$ cat src/verilog/char_codec_pkg.sv
/*
 * Shared constants and carrier types for the seven-bit character codec.
 * Assumes nothing beyond a SystemVerilog-capable tool chain.
 */
package char_codec_pkg;

  // ==========================================================
  // character layout
  // ==========================================================
  localparam int          CODE_W        = 6;
  localparam int          CHAR_W        = 7;
  localparam int          PARITY_POS    = 6;
  localparam logic [3:0]  EXCESS_OFFSET = 4'h3;
  localparam logic [3:0]  DIGIT_MAX     = 4'h9;
  localparam logic [1:0]  ZONE_DIGIT    = 2'h0;
  localparam logic [5:0]  ZERO_CODE     = 6'h03;
  localparam logic [6:0]  IGNORE_CODE   = 7'h40;
  localparam logic [6:0]  SPACE_CODE    = 7'h01;

  // ==========================================================
  // word layout
  // ==========================================================
  localparam int          WORD_CHARS    = 12;
  localparam int          OP_CHARS      = 3;
  localparam int          SIGN_POS      = 0;
  localparam int          MSC_POS       = 11;
  localparam logic [3:0]  CHAR_CNT_LAST = 4'hB;
  localparam logic [3:0]  NORM_MAX      = 4'hA;
  localparam logic [3:0]  CNT_RESET     = 4'h0;
  localparam logic [1:0]  RST_SYNC_INIT = 2'h0;

  typedef struct packed {
    logic       parity;
    logic [1:0] zone;
    logic [3:0] digit;
  } char_type;

  typedef char_type [WORD_CHARS-1:0] word_type;

  typedef struct packed {
    logic parity_err;
    logic is_ignore;
    logic is_space;
    logic is_digit;
  } status_type;

  typedef enum logic [1:0] {
    NORM_IDLE  = 2'b00,
    NORM_SHIFT = 2'b01,
    NORM_DONE  = 2'b10
  } norm_state_type;

endpackage

$ cat src/verilog/char_classify.sv
/*
 * Combinational parity generator and character classifier.
 * Assumes the caller registers the results; no state is held here.
 */
`timescale 1ns/1ns
module char_classify
(
  input  wire logic [char_codec_pkg::CODE_W-1:0] i_code,
  input  wire char_codec_pkg::char_type          i_char,
  output logic                                   o_parity,
  output char_codec_pkg::status_type             o_status
);

  // ==========================================================
  // parity and class
  // ==========================================================
  always_comb
  begin
    o_parity            = ~(^i_code);
    o_status.parity_err = ~(^i_char);
    o_status.is_ignore  = (i_char == char_codec_pkg::IGNORE_CODE);
    o_status.is_space   = (i_char == char_codec_pkg::SPACE_CODE);
    o_status.is_digit   = (i_char.zone == char_codec_pkg::ZONE_DIGIT)
                          && (i_char.digit >= char_codec_pkg::EXCESS_OFFSET)
                          && (i_char.digit <= char_codec_pkg::DIGIT_MAX + char_codec_pkg::EXCESS_OFFSET);
  end

endmodule

$ cat src/verilog/char_codec.sv
/*
 * Character codec: parity generation, transfer check, digit encoding,
 * twelve-character word assembly, masked compare and normalisation.
 * Assumes all data inputs come from logic on I_CORE_CLK.
 */
// Summary of operation
// each six-bit code gets parity bit one on even ones, zero on odd.
// seven-bit transfer characters with even ones count raise parity error.
// decimal digits encode as four bits holding digit plus three.
// two zero zone bits extend the digit into a six-bit code.
// character 1000000 is the ignore code and suppresses comparison there.
// character 0000001 is the space code, a blank position.
// arithmetic and logical data travel as twelve-character words.
// instruction words are twelve characters long.
// operation code is the three right-most, lowest-order characters.
// sign sits in the lowest character; others most significant at left.
// normalising shifts left one character until top position is significant.
// mnemonic and numeric op codes decode alike through their low four bits.
// one character per clock; reset clears any pending parity error.
`timescale 1ns/1ns
module char_codec
(
  input  wire logic                                                  I_CORE_CLK,
  input  wire logic                                                  I_RST_N,
  input  wire logic                                                  I_CE,
  input  wire logic                                                  I_ENC_VALID,
  input  wire logic                                                  I_ENC_IS_DIGIT,
  input  wire logic [char_codec_pkg::CODE_W-1:0]                     I_ENC_CODE,
  input  wire logic                                                  I_XFER_VALID,
  input  wire char_codec_pkg::char_type                              I_XFER_CHAR,
  input  wire logic                                                  I_ERR_CLR,
  input  wire char_codec_pkg::word_type                              I_CMP_WORD,
  input  wire logic                                                  I_NORM_START,
  output logic                                                       O_ENC_VALID,
  output char_codec_pkg::char_type                                   O_ENC_CHAR,
  output logic                                                       O_ENC_RANGE_ERR,
  output logic                                                       O_CHK_VALID,
  output char_codec_pkg::status_type                                 O_CHK_STATUS,
  output logic                                                       O_PARITY_ERR,
  output logic                                                       O_WORD_VALID,
  output char_codec_pkg::word_type                                   O_WORD,
  output logic [char_codec_pkg::OP_CHARS*4-1:0]                      O_OP_KEY,
  output char_codec_pkg::char_type                                   O_SIGN,
  output logic                                                       O_CMP_EQUAL,
  output logic                                                       O_NORM_BUSY,
  output logic                                                       O_NORM_VALID,
  output char_codec_pkg::word_type                                   O_NORM_WORD,
  output logic [3:0]                                                 O_NORM_SHIFTS
);

  // ==========================================================
  // reset release
  // ==========================================================
  logic [1:0] rst_sync_reg;
  logic       rst_n;

  // assert at once, release two clocks later so all flops leave reset together
  always_ff @(posedge I_CORE_CLK or negedge I_RST_N)
  begin
    if (!I_RST_N)
      rst_sync_reg <= char_codec_pkg::RST_SYNC_INIT;
    else if (I_CE)
      rst_sync_reg <= {rst_sync_reg[0], 1'b1};
  end

  assign rst_n = rst_sync_reg[1];

  // ==========================================================
  // encode path
  // ==========================================================
  logic [char_codec_pkg::CODE_W-1:0] enc_code;
  logic                              enc_parity;
  logic                              enc_bad;
  char_codec_pkg::status_type        enc_status_unused;

  always_comb
  begin
    enc_bad  = 1'b0;
    enc_code = I_ENC_CODE;
    if (I_ENC_IS_DIGIT)
    begin
      enc_bad  = (I_ENC_CODE[3:0] > char_codec_pkg::DIGIT_MAX);
      enc_code = {char_codec_pkg::ZONE_DIGIT,
                  I_ENC_CODE[3:0] + char_codec_pkg::EXCESS_OFFSET};
    end
  end

  char_classify u_enc_classify
  (
    .i_code   (enc_code),
    .i_char   ({1'b0, enc_code}),
    .o_parity (enc_parity),
    .o_status (enc_status_unused)
  );

  always_ff @(posedge I_CORE_CLK or negedge rst_n)
  begin
    if (!rst_n)
    begin
      O_ENC_VALID     <= 1'b0;
      O_ENC_CHAR      <= '0;
      O_ENC_RANGE_ERR <= 1'b0;
    end
    else if (I_CE)
    begin
      O_ENC_VALID     <= I_ENC_VALID;
      O_ENC_RANGE_ERR <= I_ENC_VALID & enc_bad;
      if (I_ENC_VALID)
        O_ENC_CHAR <= {enc_parity, enc_code};
    end
  end

  // ==========================================================
  // transfer check
  // ==========================================================
  char_codec_pkg::status_type xfer_status;
  logic                       xfer_parity_unused;

  char_classify u_xfer_classify
  (
    .i_code   (I_XFER_CHAR[char_codec_pkg::CODE_W-1:0]),
    .i_char   (I_XFER_CHAR),
    .o_parity (xfer_parity_unused),
    .o_status (xfer_status)
  );

  always_ff @(posedge I_CORE_CLK or negedge rst_n)
  begin
    if (!rst_n)
    begin
      O_CHK_VALID  <= 1'b0;
      O_CHK_STATUS <= '0;
    end
    else if (I_CE)
    begin
      O_CHK_VALID <= I_XFER_VALID;
      if (I_XFER_VALID)
        O_CHK_STATUS <= xfer_status;
    end
  end

  // sticky error: a new error in the clearing cycle wins over the clear
  always_ff @(posedge I_CORE_CLK or negedge rst_n)
  begin
    if (!rst_n)
      O_PARITY_ERR <= 1'b0;
    else if (I_CE)
    begin
      if (I_XFER_VALID && xfer_status.parity_err)
        O_PARITY_ERR <= 1'b1;
      else if (I_ERR_CLR)
        O_PARITY_ERR <= 1'b0;
    end
  end

  // ==========================================================
  // word assembly
  // ==========================================================
  // first character in is the most significant; the twelfth is the sign
  char_codec_pkg::word_type asm_reg;
  char_codec_pkg::word_type asm_next;
  logic [3:0]               char_cnt_reg;
  logic                     word_done;

  assign asm_next  = {asm_reg[char_codec_pkg::MSC_POS-1:0], I_XFER_CHAR};
  assign word_done = I_XFER_VALID && (char_cnt_reg == char_codec_pkg::CHAR_CNT_LAST);

  always_ff @(posedge I_CORE_CLK or negedge rst_n)
  begin
    if (!rst_n)
    begin
      asm_reg      <= '0;
      char_cnt_reg <= char_codec_pkg::CNT_RESET;
    end
    else if (I_CE && I_XFER_VALID)
    begin
      asm_reg <= asm_next;
      if (word_done)
        char_cnt_reg <= char_codec_pkg::CNT_RESET;
      else
        char_cnt_reg <= char_cnt_reg + 4'h1;
    end
  end

  logic [char_codec_pkg::OP_CHARS*4-1:0] op_key;

  // low four bits only, so letter and numeric op codes meet the same key
  genvar op_i;
  generate
    for (op_i = 0; op_i < char_codec_pkg::OP_CHARS; op_i++)
    begin : g_op
      assign op_key[op_i*4 +: 4] = asm_next[op_i].digit;
    end
  endgenerate

  always_ff @(posedge I_CORE_CLK or negedge rst_n)
  begin
    if (!rst_n)
    begin
      O_WORD_VALID <= 1'b0;
      O_WORD       <= '0;
      O_OP_KEY     <= '0;
      O_SIGN       <= '0;
    end
    else if (I_CE)
    begin
      O_WORD_VALID <= word_done;
      if (word_done)
      begin
        O_WORD   <= asm_next;
        O_OP_KEY <= op_key;
        O_SIGN   <= asm_next[char_codec_pkg::SIGN_POS];
      end
    end
  end

  // ==========================================================
  // masked compare
  // ==========================================================
  logic [char_codec_pkg::WORD_CHARS-1:0] pos_match;

  genvar cmp_i;
  generate
    for (cmp_i = 0; cmp_i < char_codec_pkg::WORD_CHARS; cmp_i++)
    begin : g_cmp
      assign pos_match[cmp_i] = (O_WORD[cmp_i] == I_CMP_WORD[cmp_i])
                                || (O_WORD[cmp_i] == char_codec_pkg::IGNORE_CODE)
                                || (I_CMP_WORD[cmp_i] == char_codec_pkg::IGNORE_CODE);
    end
  endgenerate

  always_ff @(posedge I_CORE_CLK or negedge rst_n)
  begin
    if (!rst_n)
      O_CMP_EQUAL <= 1'b0;
    else if (I_CE)
      O_CMP_EQUAL <= &pos_match;
  end

  // ==========================================================
  // normaliser
  // ==========================================================
  // sign stays put; the magnitude moves left with zero codes fed in behind
  char_codec_pkg::norm_state_type state_reg;
  char_codec_pkg::norm_state_type state_next;
  logic                           top_is_zero;

  assign top_is_zero = (O_NORM_WORD[char_codec_pkg::MSC_POS][char_codec_pkg::CODE_W-1:0]
                        == char_codec_pkg::ZERO_CODE);

  always_comb
  begin
    state_next = state_reg;
    case (state_reg)
      char_codec_pkg::NORM_IDLE:
        if (I_NORM_START)
          state_next = char_codec_pkg::NORM_SHIFT;
      char_codec_pkg::NORM_SHIFT:
        if (!top_is_zero || (O_NORM_SHIFTS == char_codec_pkg::NORM_MAX))
          state_next = char_codec_pkg::NORM_DONE;
      char_codec_pkg::NORM_DONE:
        state_next = char_codec_pkg::NORM_IDLE;
      default:
        state_next = char_codec_pkg::NORM_IDLE;
    endcase
  end

  always_ff @(posedge I_CORE_CLK or negedge rst_n)
  begin
    if (!rst_n)
      state_reg <= char_codec_pkg::NORM_IDLE;
    else if (I_CE)
      state_reg <= state_next;
  end

  always_ff @(posedge I_CORE_CLK or negedge rst_n)
  begin
    if (!rst_n)
    begin
      O_NORM_WORD   <= '0;
      O_NORM_SHIFTS <= char_codec_pkg::CNT_RESET;
    end
    else if (I_CE)
    begin
      if (state_reg == char_codec_pkg::NORM_IDLE && I_NORM_START)
      begin
        O_NORM_WORD   <= O_WORD;
        O_NORM_SHIFTS <= char_codec_pkg::CNT_RESET;
      end
      else if (state_reg == char_codec_pkg::NORM_SHIFT && state_next == char_codec_pkg::NORM_SHIFT)
      begin
        O_NORM_WORD[char_codec_pkg::MSC_POS:2] <= O_NORM_WORD[char_codec_pkg::MSC_POS-1:1];
        O_NORM_WORD[1]                         <= {~^char_codec_pkg::ZERO_CODE, char_codec_pkg::ZERO_CODE};
        O_NORM_SHIFTS                          <= O_NORM_SHIFTS + 4'h1;
      end
    end
  end

  always_ff @(posedge I_CORE_CLK or negedge rst_n)
  begin
    if (!rst_n)
    begin
      O_NORM_BUSY  <= 1'b0;
      O_NORM_VALID <= 1'b0;
    end
    else if (I_CE)
    begin
      O_NORM_BUSY  <= (state_next != char_codec_pkg::NORM_IDLE);
      O_NORM_VALID <= (state_next == char_codec_pkg::NORM_DONE);
    end
  end

endmodule

$ cat config.mk
export PLATFORM = sky130hd
export DESIGN_NAME = char_codec
export DESIGN_NICKNAME = d
export VERILOG_FILES = /design/src/verilog/char_codec_pkg.sv /design/src/verilog/char_classify.sv /design/src/verilog/char_codec.sv
export SDC_FILE = /design/constraint.sdc
export NUM_CORES = 1
export LEC_CHECK = 0
export CORE_ASPECT_RATIO = 0.8
export CORE_MARGIN = 4
export CORE_UTILIZATION = 54
export CTS_CLUSTER_DIAMETER = 100
export CTS_CLUSTER_SIZE = 8
export DETAILED_ROUTE_END_ITERATION = 8
export DONT_BUFFER_PORTS = 1
export GPL_ROUTABILITY_DRIVEN = 0
export PLACE_DENSITY = 0.69
export SLEW_MARGIN = 40
export SYNTH_ARGS = -nofsm -noshare
export SYNTH_HDL_FRONTEND = slang
export SYNTH_SLANG_ARGS = --single-unit
$ cat constraint.sdc
create_clock -name I_CORE_CLK -period 11.23 [get_ports I_CORE_CLK]
set_clock_uncertainty 0.15 [all_clocks]
set_input_delay 0 -clock I_CORE_CLK [delete_from_list [all_inputs] [get_ports I_CORE_CLK]]
set_output_delay 0 -clock I_CORE_CLK [all_outputs]
set_load 0.1 [all_outputs]
Word level (Yosys, flattened, before mapping)

Index checks and enable logic that the tools add are counted.

Add/sub/neg operators: 3
Magnitude comparators: 3
Eq/ne operators: 44
Multiplexer cells: 12
Bitwise logic cells: 3
Reduce and logical (&&, ||, !) cells: 47

Operator list:

| operator            | count |
|---|---|
| $eq 7x7->1 const B  | 25 |
| $mux 77             | 2 |
| $eq 7x7->1          | 12 |
| $logic_or 1x1->1    | 25 |
| $mux 4              | 3 |
| $reduce_and 12->1   | 1 |
| $reduce_and 2->1    | 6 |
| $add 4x1->4 const B | 2 |
| $eq 4x4->1 const B  | 2 |
| $eq 7x1->1 const B  | 1 |
| $logic_and 1x1->1   | 7 |
| $reduce_xor 7->1    | 1 |
| $eq 6x2->1 const B  | 1 |
| $mux 6              | 1 |
| $reduce_bool 2->1   | 3 |
| $reduce_xor 6->1    | 1 |
| $add 4x2->4 const B | 1 |
| $eq 2x1->1 const B  | 2 |
| $ge 4x2->1 const B  | 1 |
| $gt 4x4->1 const B  | 1 |
| $le 4x4->1 const B  | 1 |
| $logic_not 2->1     | 2 |
| $mux 2              | 2 |
| $pmux 2 s2          | 1 |
| 5 further kinds     | 8 |

Bits in registers: 288
Input bits: 105
Output and inout bits: 210

Logic depth before layout (Yosys ltp)

Gate-level depths: netlist of run 1.

Depth in word-level cells: 9
Depth in mapped cells: 10

Modules after synthesis

Synthesis of run 1 repeated with hierarchy kept, for this count alone.

Cell total of the unflattened synthesis: 1072
Area, all modules: 13097.6 sq um

Modules (own cells, without submodules):

| module        | instances | cells an instance | area an instance (sq um) | seq. area each (sq um) |
|---|---|---|---|---|
| char_codec    | 1         | 1020              | 12649.6                  | 6906.6 |
| char_classify | 2         | 26                | 224.0                    | 0.0 |

Worst setup path before layout of run 1

No wires, ideal clock.

Path kind: register -> register
Start point: register, netlist name rst_sync_reg[1]
End point: register rst_sync_reg[1]
Library setup time: 0.111 ns
Data arrival time: 7.032 ns
Setup slack: 3.938 ns
Cell stages (with the launch flop): 2
Buffers on the path: 0
Period minus slack after synthesis: 7.292 ns
Cell sequence: dfrtp_1 > mux2_2

RTL lines:

| element                | line             | RTL |
|---|---|---|
| end signal: assignment | char_codec.sv:61 | `rst_sync_reg <= char_codec_pkg::RST_SYNC_INIT;` |
| end signal: assignment | char_codec.sv:63 | `rst_sync_reg <= {rst_sync_reg[0], 1'b1};` |
| end: declaration       | char_codec.sv:54 | `logic [1:0] rst_sync_reg;` |

Worst setup path after layout of run 1

Start point: register O_WORD[8] in the netlist's numbering
End point: register O_CMP_EQUAL

Cells in the longest elaborated chain, start to end: 4
Elaborated cells between the ends (all ways): 5

RTL lines:

| element                       | line                                 | RTL |
|---|---|---|
| start: declaration            | char_codec.sv:41                     | `output char_codec_pkg::word_type O_WORD,` |
| start signal: assignment      | char_codec.sv:210                    | `O_WORD <= asm_next;` |
| $eq 7x7->1 (on tied branches) | char_codec.sv:226, char_codec.sv:227 |  |
| $logic_or 1x1->1 *            | char_codec.sv:227                    | `\|\| (O_WORD[cmp_i] == char_codec_pkg::IGNORE_CODE)` |
| $logic_or 1x1->1 *            | char_codec.sv:228                    | `\|\| (I_CMP_WORD[cmp_i] == char_codec_pkg::IGNORE_CODE);` |
| $reduce_and 12->1 *           | char_codec.sv:237                    | `O_CMP_EQUAL <= &pos_match;` |
| end signal: assignment        | char_codec.sv:237                    |  |
| end: declaration              | char_codec.sv:44                     | `output logic O_CMP_EQUAL,` |

Mark *: on every way between the ends. The rest lies on a longest branch, timed or not.
A chain may end at the register's enable or synchronous reset.

==> results of run 1 <==
## layer usage
layer,track usage,part of all wire,vias up,wire length (um)
li1,-,-,3865,-
met1,0.341,0.44,4322,14400
met2,0.378,0.45,301,15000
met3,0.0835,0.087,54,2890
met4,0.0608,0.022,0,717
met5,0,0,-,0
## logic make-up (layout without fill, tap and decap cells)
| family | after synthesis | in the layout |
|---|---|---|
| AO/OA/AOI/OAI | 141 | 141 |
| XOR/XNOR | 97 | 97 |
| adder cells (fa/ha/maj) | 12 | 12 |
| buffers and inverters | 86 | 156 |
| flip-flops | 276 | 276 |
| multiplexers | 223 | 223 |
| AND/OR/NAND/NOR | 242 | 242 |
## tightest hold or removal path: cells and delay by family
kind	cells	cell delay, ps
simple gates	1	40
compound gates	1	80
buf+inv	1	550
## layout make-up
cell class,instances,area (um2),share of cell area
Tap cell,312,390,0.0262
Clock buffer,70,1160,0.0777
Clock inverter,2,46.3,0.00311
Inverter,17,63.8,0.00429
Timing Repair Buffer,67,626,0.0421
Sequential cell,276,7150,0.481
Multi-Input combinational cell,715,5440,0.366
## worst min-delay path by stage
stage / cells after the start / endpoint / slack (ps)
2_1_floorplan: 0 / rst_sync_reg[0] / -450
3_3_place_gp: 0 / rst_sync_reg[0] / -450
3_5_place_dp: 0 / rst_sync_reg[0] / -450
4_1_cts: 3 / O_ENC_RANGE_ERR / 40
5_1_grt: 3 / O_ENC_RANGE_ERR / 80
6_report: 3 / O_ENC_RANGE_ERR / 70
## per-stage QoR
| step | hold WS, ps | std cells | util | cell area (um2) | setup slack, ps |
|---|---|---|---|---|---|
| floorplan | -446 | 1077 | - | 12800 | 2800 |
| global placement | -445 | 1349 | 0.558 | 13000 | 7680 |
| detailed placement | -445 | 1350 | 0.569 | 13300 | 8190 |
| CTS | 40.6 | 1458 | 0.636 | 14800 | 6870 |
| global route | 83.0 | 1459 | 0.637 | 14900 | 6730 |
| finish | 71.4 | 1459 | 0.637 | 14900 | 6870 |
## cells in the final DEF (no fill, tap or decap), drive strengths merged, types with 10 or more instances in the layout
cell,netlist,layout
inv,17,17
nand4,18,18
dfrtp,276,276
ha,12,12
or4b,13,13
mux2i,70,70
buf,48,31
nand2,139,139
xnor2,53,53
dlygate4sd3,0,36
o21ai,107,107
o41ai,10,10
clkbuf,21,70
nor2,20,20
mux2,153,153
nor4,24,24
xor2,44,44
==> summary.log, run 1 <==
INFO  sta            timing.setup.tns=0ps
INFO  cts            number_of_sinks_driven_by_the_clock_tree=276
INFO  routing        route.vias.total=8,542
INFO  floorplan      die-area=0.0262mm2
INFO  worst_setup_path end_kind=flip-flop
INFO  routing        dr.first_iter.drc_count=508
INFO  synthesis      post_synth_mux_area_share=0.190
INFO  sta            worst_pin_slew=893ps
INFO  synthesis      synth_area_leaders=dfrtp_1, mux2_2, mux2i_1, nand2_1, xnor2_1
INFO  cts            cts_post_setup_buffers_inserted=0
INFO  synthesis      synth_adder_area_share=0.0117
INFO  sta            hold_violations=0
INFO  synthesis      post_synthesis_area_per_instance=11.9um2
INFO  worst_setup_path startpoint=O_WORD[8]
INFO  worst_setup_path worst-endpoint-required=11,500ps
INFO  synthesis      synth.largest_area_cell=dfrtp_1
INFO  synthesis      async_reset_ff_frac=1.00
INFO  synthesis      synth_top_cell_area_share=0.540
INFO  place          placement.io_buffers=0
INFO  worst_setup_path timing.critical_path.slowest_cell_delay=840ps
INFO  worst_setup_path path_delay_family=buffers and inverters
INFO  worst_setup_path worst-endpoint-arrival=4630ps
INFO  synthesis      post_synthesis_compound_gate_area_fraction=0.0614
INFO  worst_setup_path crit-reg2reg-launch=O_WORD[8]
INFO  routing        wl_per_cell=22.7um
INFO  worst_setup_path regToRegEndpoint=O_CMP_EQUAL
INFO  global_route   grt_overflow_total=0
INFO  worst_setup_path critical-path-slowest-cell=dfrtp_4
INFO  hold_path      hp-class=in -> reg
INFO  worst_setup_path cp_num_cells=9
INFO  synthesis      synth_cell_type_count=44
INFO  synthesis      synth_most_common_cell=dfrtp_1
INFO  sta            min_period=4360ps
INFO  synthesis      synth_top_family_by_area=multiplexers
INFO  cells_and_area area_growth_syn_to_layout=16.3%
INFO  global_route   antenna_found_initial=0
INFO  cells_and_area drive_gt1_frac=0.364
INFO  sta            setup-violations-final=0
INFO  cts            cts_root_buf=clkbuf_16
INFO  cells_and_area finish.net_count=1,234
INFO  global_route   overall_global_routing_usage=0.246
INFO  floorplan      floorplan.die.height=146um
INFO  synthesis      synth_simple_gate_area_frac=0.0927
INFO  floorplan      number_of_top_level_pins=315
INFO  sta            fin_crit_sh=0.389
INFO  cts            cts_tree=done
INFO  floorplan      floorplan.initialDensity=0.548
INFO  global_route   grt_pass1_wl=52.0mm
INFO  synthesis      postSynthCellCount=1,077
INFO  worst_setup_path worstPathCellList=xnor2_1 > nand4_1 > dlygate4sd3_1 > o41ai_1 > dlygate4sd3_1 > nand4_1 > dlygate4sd3_1 > o31ai_2 > dlygate4sd3_1
INFO  synthesis      yosys_register_bits=276
INFO  routing        vias_per_cell=5.85
INFO  synthesis      seq_area_frac_synth=0.540
INFO  worst_setup_path cpMostUsedCell=dlygate4sd3_1
INFO  synthesis      synth_xor_xnor_area_share=0.0664
INFO  sta            max_slew_margin=0.404
INFO  job            drv.max_cap_violation_count=0
INFO  synthesis      ys.warnings.count=0
INFO  hold_path      hold_path_startpoint=I_ENC_IS_DIGIT
INFO  cts            cts_resized=0
INFO  global_route   maximum_number_of_pins_on_one_net_before_global_route_repair=109
INFO  cts            clk_pin_slew_worst_paths=50ps
INFO  cts            cts_max_path_buffers=3
INFO  global_route   grt_pass1_vias=8,864
INFO  worst_setup_path ff2ff_setup_slack=6870ps
INFO  floorplan      core=0.0233mm2
INFO  worst_setup_path ff2ff_path_depth=9
INFO  cts            htree_levels=2
INFO  synthesis      post_syn_area=0.0128mm2
INFO  cts            cts-hold-fix-buffers=36
INFO  floorplan      dieWidth=180um
INFO  worst_setup_path crit_path_max_fanout=6
INFO  sta            unrepaired_setup_endpoints_after_global_routing=no
INFO  floorplan      number_of_standard_cell_rows_in_the_floorplan=50
INFO  synthesis      synth-edff-count=0
INFO  cells_and_area number_of_inserted_diodes=0
INFO  outcome        status=finished, final reports clean
INFO  cells_and_area largest_register_ffs=84
INFO  cells_and_area fillers=1,798
INFO  cells_and_area top_register=O_NORM_WORD
INFO  worst_setup_path setup_crit_path_kind=reg -> reg
INFO  sta            final_max_slew_viol_count=0
INFO  place          detailed_place_hpwl=22.8mm
INFO  synthesis      post_synth_most_frequent_cells=dfrtp_1, mux2_2, nand2_1, mux2i_1, o21ai_1
INFO  cts            later_pin_clock_latency_in_the_skew_report=510ps
INFO  worst_setup_path critical_path.n_buffers_inverters=4
INFO  routing        drc=0
INFO  synthesis      synthFlopType=dfrtp_1
INFO  routing        drt.antenna.violating_nets=0
INFO  sta            fmax=0.229GHz
INFO  cts            numCtsBuffers=40
INFO  worst_setup_path worst_setup_path_start_kind=flip-flop
INFO  routing        firstDrtPassIters=5
INFO  routing        routed_wirelength=33.1mm
INFO  synthesis      mappedNetlistNets=1,194
INFO  worst_setup_path worst_setup_path_endpoint=O_CMP_EQUAL
Power of run 1 is not shown: default switching activity piles up to over one toggle a cycle in this logic, so the estimate is an artifact.
==> run 2, diff against run 1 <==
ABC_AREA = 1   (was unset)
PLACE_DENSITY = 0.72   (was 0.69)
clock period = 3.97 ns   (was 11.23 ns; I/O delays follow)
==> summary.log, run 2 <==
INFO  outcome        status=finished, final reports clean
INFO  global_route   antenna_found_initial=0
INFO  synthesis      synth.largest_area_cell=dfrtp_1
INFO  worst_setup_path cpMostUsedCell=nand2_1
INFO  cts            cts_root_buf=clkbuf_16
INFO  worst_setup_path worst-endpoint-required=4250ps
INFO  sta            final_max_slew_viol_count=0
INFO  synthesis      synth_top_cell_area_share=0.513
INFO  global_route   overall_global_routing_usage=0.280
INFO  worst_setup_path timing.critical_path.slowest_cell_delay=620ps
INFO  routing        routed_wirelength=39.1mm
INFO  cells_and_area area_growth_syn_to_layout=15.7%
INFO  synthesis      post_synth_most_frequent_cells=nand2_1, dfrtp_1, o21ai_0, inv_1, nor2_1
INFO  routing        firstDrtPassIters=5
INFO  cells_and_area drive_gt1_frac=0.155
INFO  sta            fmax=0.301GHz
INFO  sta            unrepaired_setup_endpoints_after_global_routing=no
INFO  synthesis      async_reset_ff_frac=1.00
INFO  synthesis      post_synthesis_area_per_instance=7.84um2
INFO  synthesis      synth_most_common_cell=nand2_1
INFO  routing        drc=0
INFO  sta            setup-violations-final=0
INFO  worst_setup_path path_delay_family=buffers and inverters
INFO  sta            fin_crit_sh=0.836
INFO  cts            cts_max_path_buffers=3
INFO  sta            max_slew_margin=0.404
INFO  worst_setup_path setup_crit_path_kind=reg -> reg
INFO  cts            htree_levels=2
INFO  routing        drt.antenna.violating_nets=0
INFO  worst_setup_path end_kind=flip-flop
INFO  worst_setup_path critical_path.n_buffers_inverters=3
INFO  floorplan      core=0.0244mm2
INFO  synthesis      postSynthCellCount=1,717
INFO  cells_and_area top_register=O_NORM_WORD
INFO  cts            numCtsBuffers=40
INFO  global_route   grt_pass1_wl=61.2mm
INFO  floorplan      floorplan.die.height=149um
INFO  floorplan      number_of_top_level_pins=315
INFO  worst_setup_path crit_path_max_fanout=3
INFO  routing        vias_per_cell=5.43
INFO  floorplan      number_of_standard_cell_rows_in_the_floorplan=51
INFO  cells_and_area finish.net_count=1,883
INFO  sta            timing.setup.tns=0ps
INFO  cts            cts_tree=done
INFO  floorplan      floorplan.initialDensity=0.550
INFO  cts            number_of_sinks_driven_by_the_clock_tree=276
INFO  hold_path      hp-class=in -> reg
INFO  cts            cts_post_setup_buffers_inserted=0
INFO  worst_setup_path worst_setup_path_start_kind=flip-flop
INFO  global_route   maximum_number_of_pins_on_one_net_before_global_route_repair=94
INFO  cts            later_pin_clock_latency_in_the_skew_report=500ps
INFO  worst_setup_path worstPathCellList=xnor2_2 > nand2_1 > nor2_1 > nand4_1 > dlygate4sd3_1 > nand2_1 > nand2_1 > nor2_1 > dlygate4sd3_1 > nand2_1 > dlygate4sd3_1 > nand2_1
INFO  place          detailed_place_hpwl=27.4mm
INFO  worst_setup_path worst-endpoint-arrival=3600ps
INFO  global_route   grt_overflow_total=0
INFO  synthesis      synth-edff-count=0
INFO  global_route   grt_pass1_vias=11,147
INFO  synthesis      post_syn_area=0.0135mm2
INFO  synthesis      mappedNetlistNets=1,834
INFO  routing        wl_per_cell=18.5um
INFO  synthesis      ys.warnings.count=0
INFO  job            drv.max_cap_violation_count=0
INFO  routing        dr.first_iter.drc_count=953
INFO  cells_and_area largest_register_ffs=84
INFO  sta            worst_pin_slew=894ps
INFO  sta            hold_violations=0
INFO  worst_setup_path critical-path-slowest-cell=dfrtp_4
INFO  cts            clk_pin_slew_worst_paths=50ps
INFO  routing        route.vias.total=11,470
INFO  synthesis      synth_cell_type_count=33
INFO  sta            min_period=3320ps
INFO  floorplan      dieWidth=184um
INFO  cells_and_area final_common_cell=nand2_1
INFO  place          placement.io_buffers=0
INFO  cells_and_area number_of_inserted_diodes=0
INFO  cells_and_area most-common-layout-cells=nand2_1, o21ai_0, inv_1
INFO  synthesis      synthFlopType=dfrtp_1
INFO  synthesis      synth_area_leaders=dfrtp_1, nand2_1, o21ai_0, inv_1, nor2_1
INFO  synthesis      yosys_register_bits=276
INFO  floorplan      die-area=0.0275mm2
INFO  synthesis      seq_area_frac_synth=0.513
-- run 2: final timing paths --
path	cells after the start	end	slack [ps]	from
max	12	O_CMP_EQUAL	650	O_WORD[78]
min	3	O_SIGN[4]	40	I_XFER_CHAR[4]
max reg2reg	12	O_CMP_EQUAL	650	O_WORD[78]
min reg2reg	0	O_WORD[77]	130	rst_sync_reg[1]
max in group asynchronous	1	O_ENC_CHAR[0]	2740	rst_sync_reg[1]
min in group asynchronous	0	O_WORD[77]	130	rst_sync_reg[1]
-- run 2: cell families (layout without fill, tap and decap cells) --
group,count (synthesis),after routing,share of synthesized area
flops,276,276,0.513
xor+xnor,46,46,0.0299
fa+ha+maj,12,12,0.0112
simple gates,827,827,0.245
compound gates,277,277,0.104
buf+inv,279,358,0.0965
-- run 2: worst min-delay path: stages --
cell,delay (ps)
dlygate4sd3_1,540
nand2_1,50
o21ai_0,60
-- run 2: stage by stage --
step,hold WS (ps),cells,cell area [um2],setup WS [ps],util
2_1_floorplan,-446,1717,13500,1050,-
3_3_place_gp,-445,2006,13800,1420,0.565
3_5_place_dp,-445,2007,14000,1510,0.572
4_1_cts,42.7,2114,15500,39.8,0.635
5_1_grt,75.9,2114,15600,465,0.637
6_report,43.5,2114,15600,651,0.637
-- run 2: layout make-up --
cell class              instances  area (um2)
repair buffers                 97         883
well taps                     318         398
fillers                      2104        8880
multi-input cells            1162        5280
flip-flops and latches        276        7110
inverters                     189         712
clock inverters                 3        47.5
clock buffers                  69        1130
-- run 2: repair_timing --
action | in CTS | in global routing
setup endpoints to repair | 0 | 1
resized for setup | 0 | 6
hold endpoints to repair | 69 | 0
hold buffers | 35 | 0
-- run 2: per-layer routing --
layer  vias up  GRT usage  wire length [um]
met1      5462      0.417             17200
met2       515      0.413             17100
met3        64     0.0761              4010
met5         -          0                 0
li1       5429          -                 -
met4         0     0.0613               782
Power of run 2 is left out for the same reason.
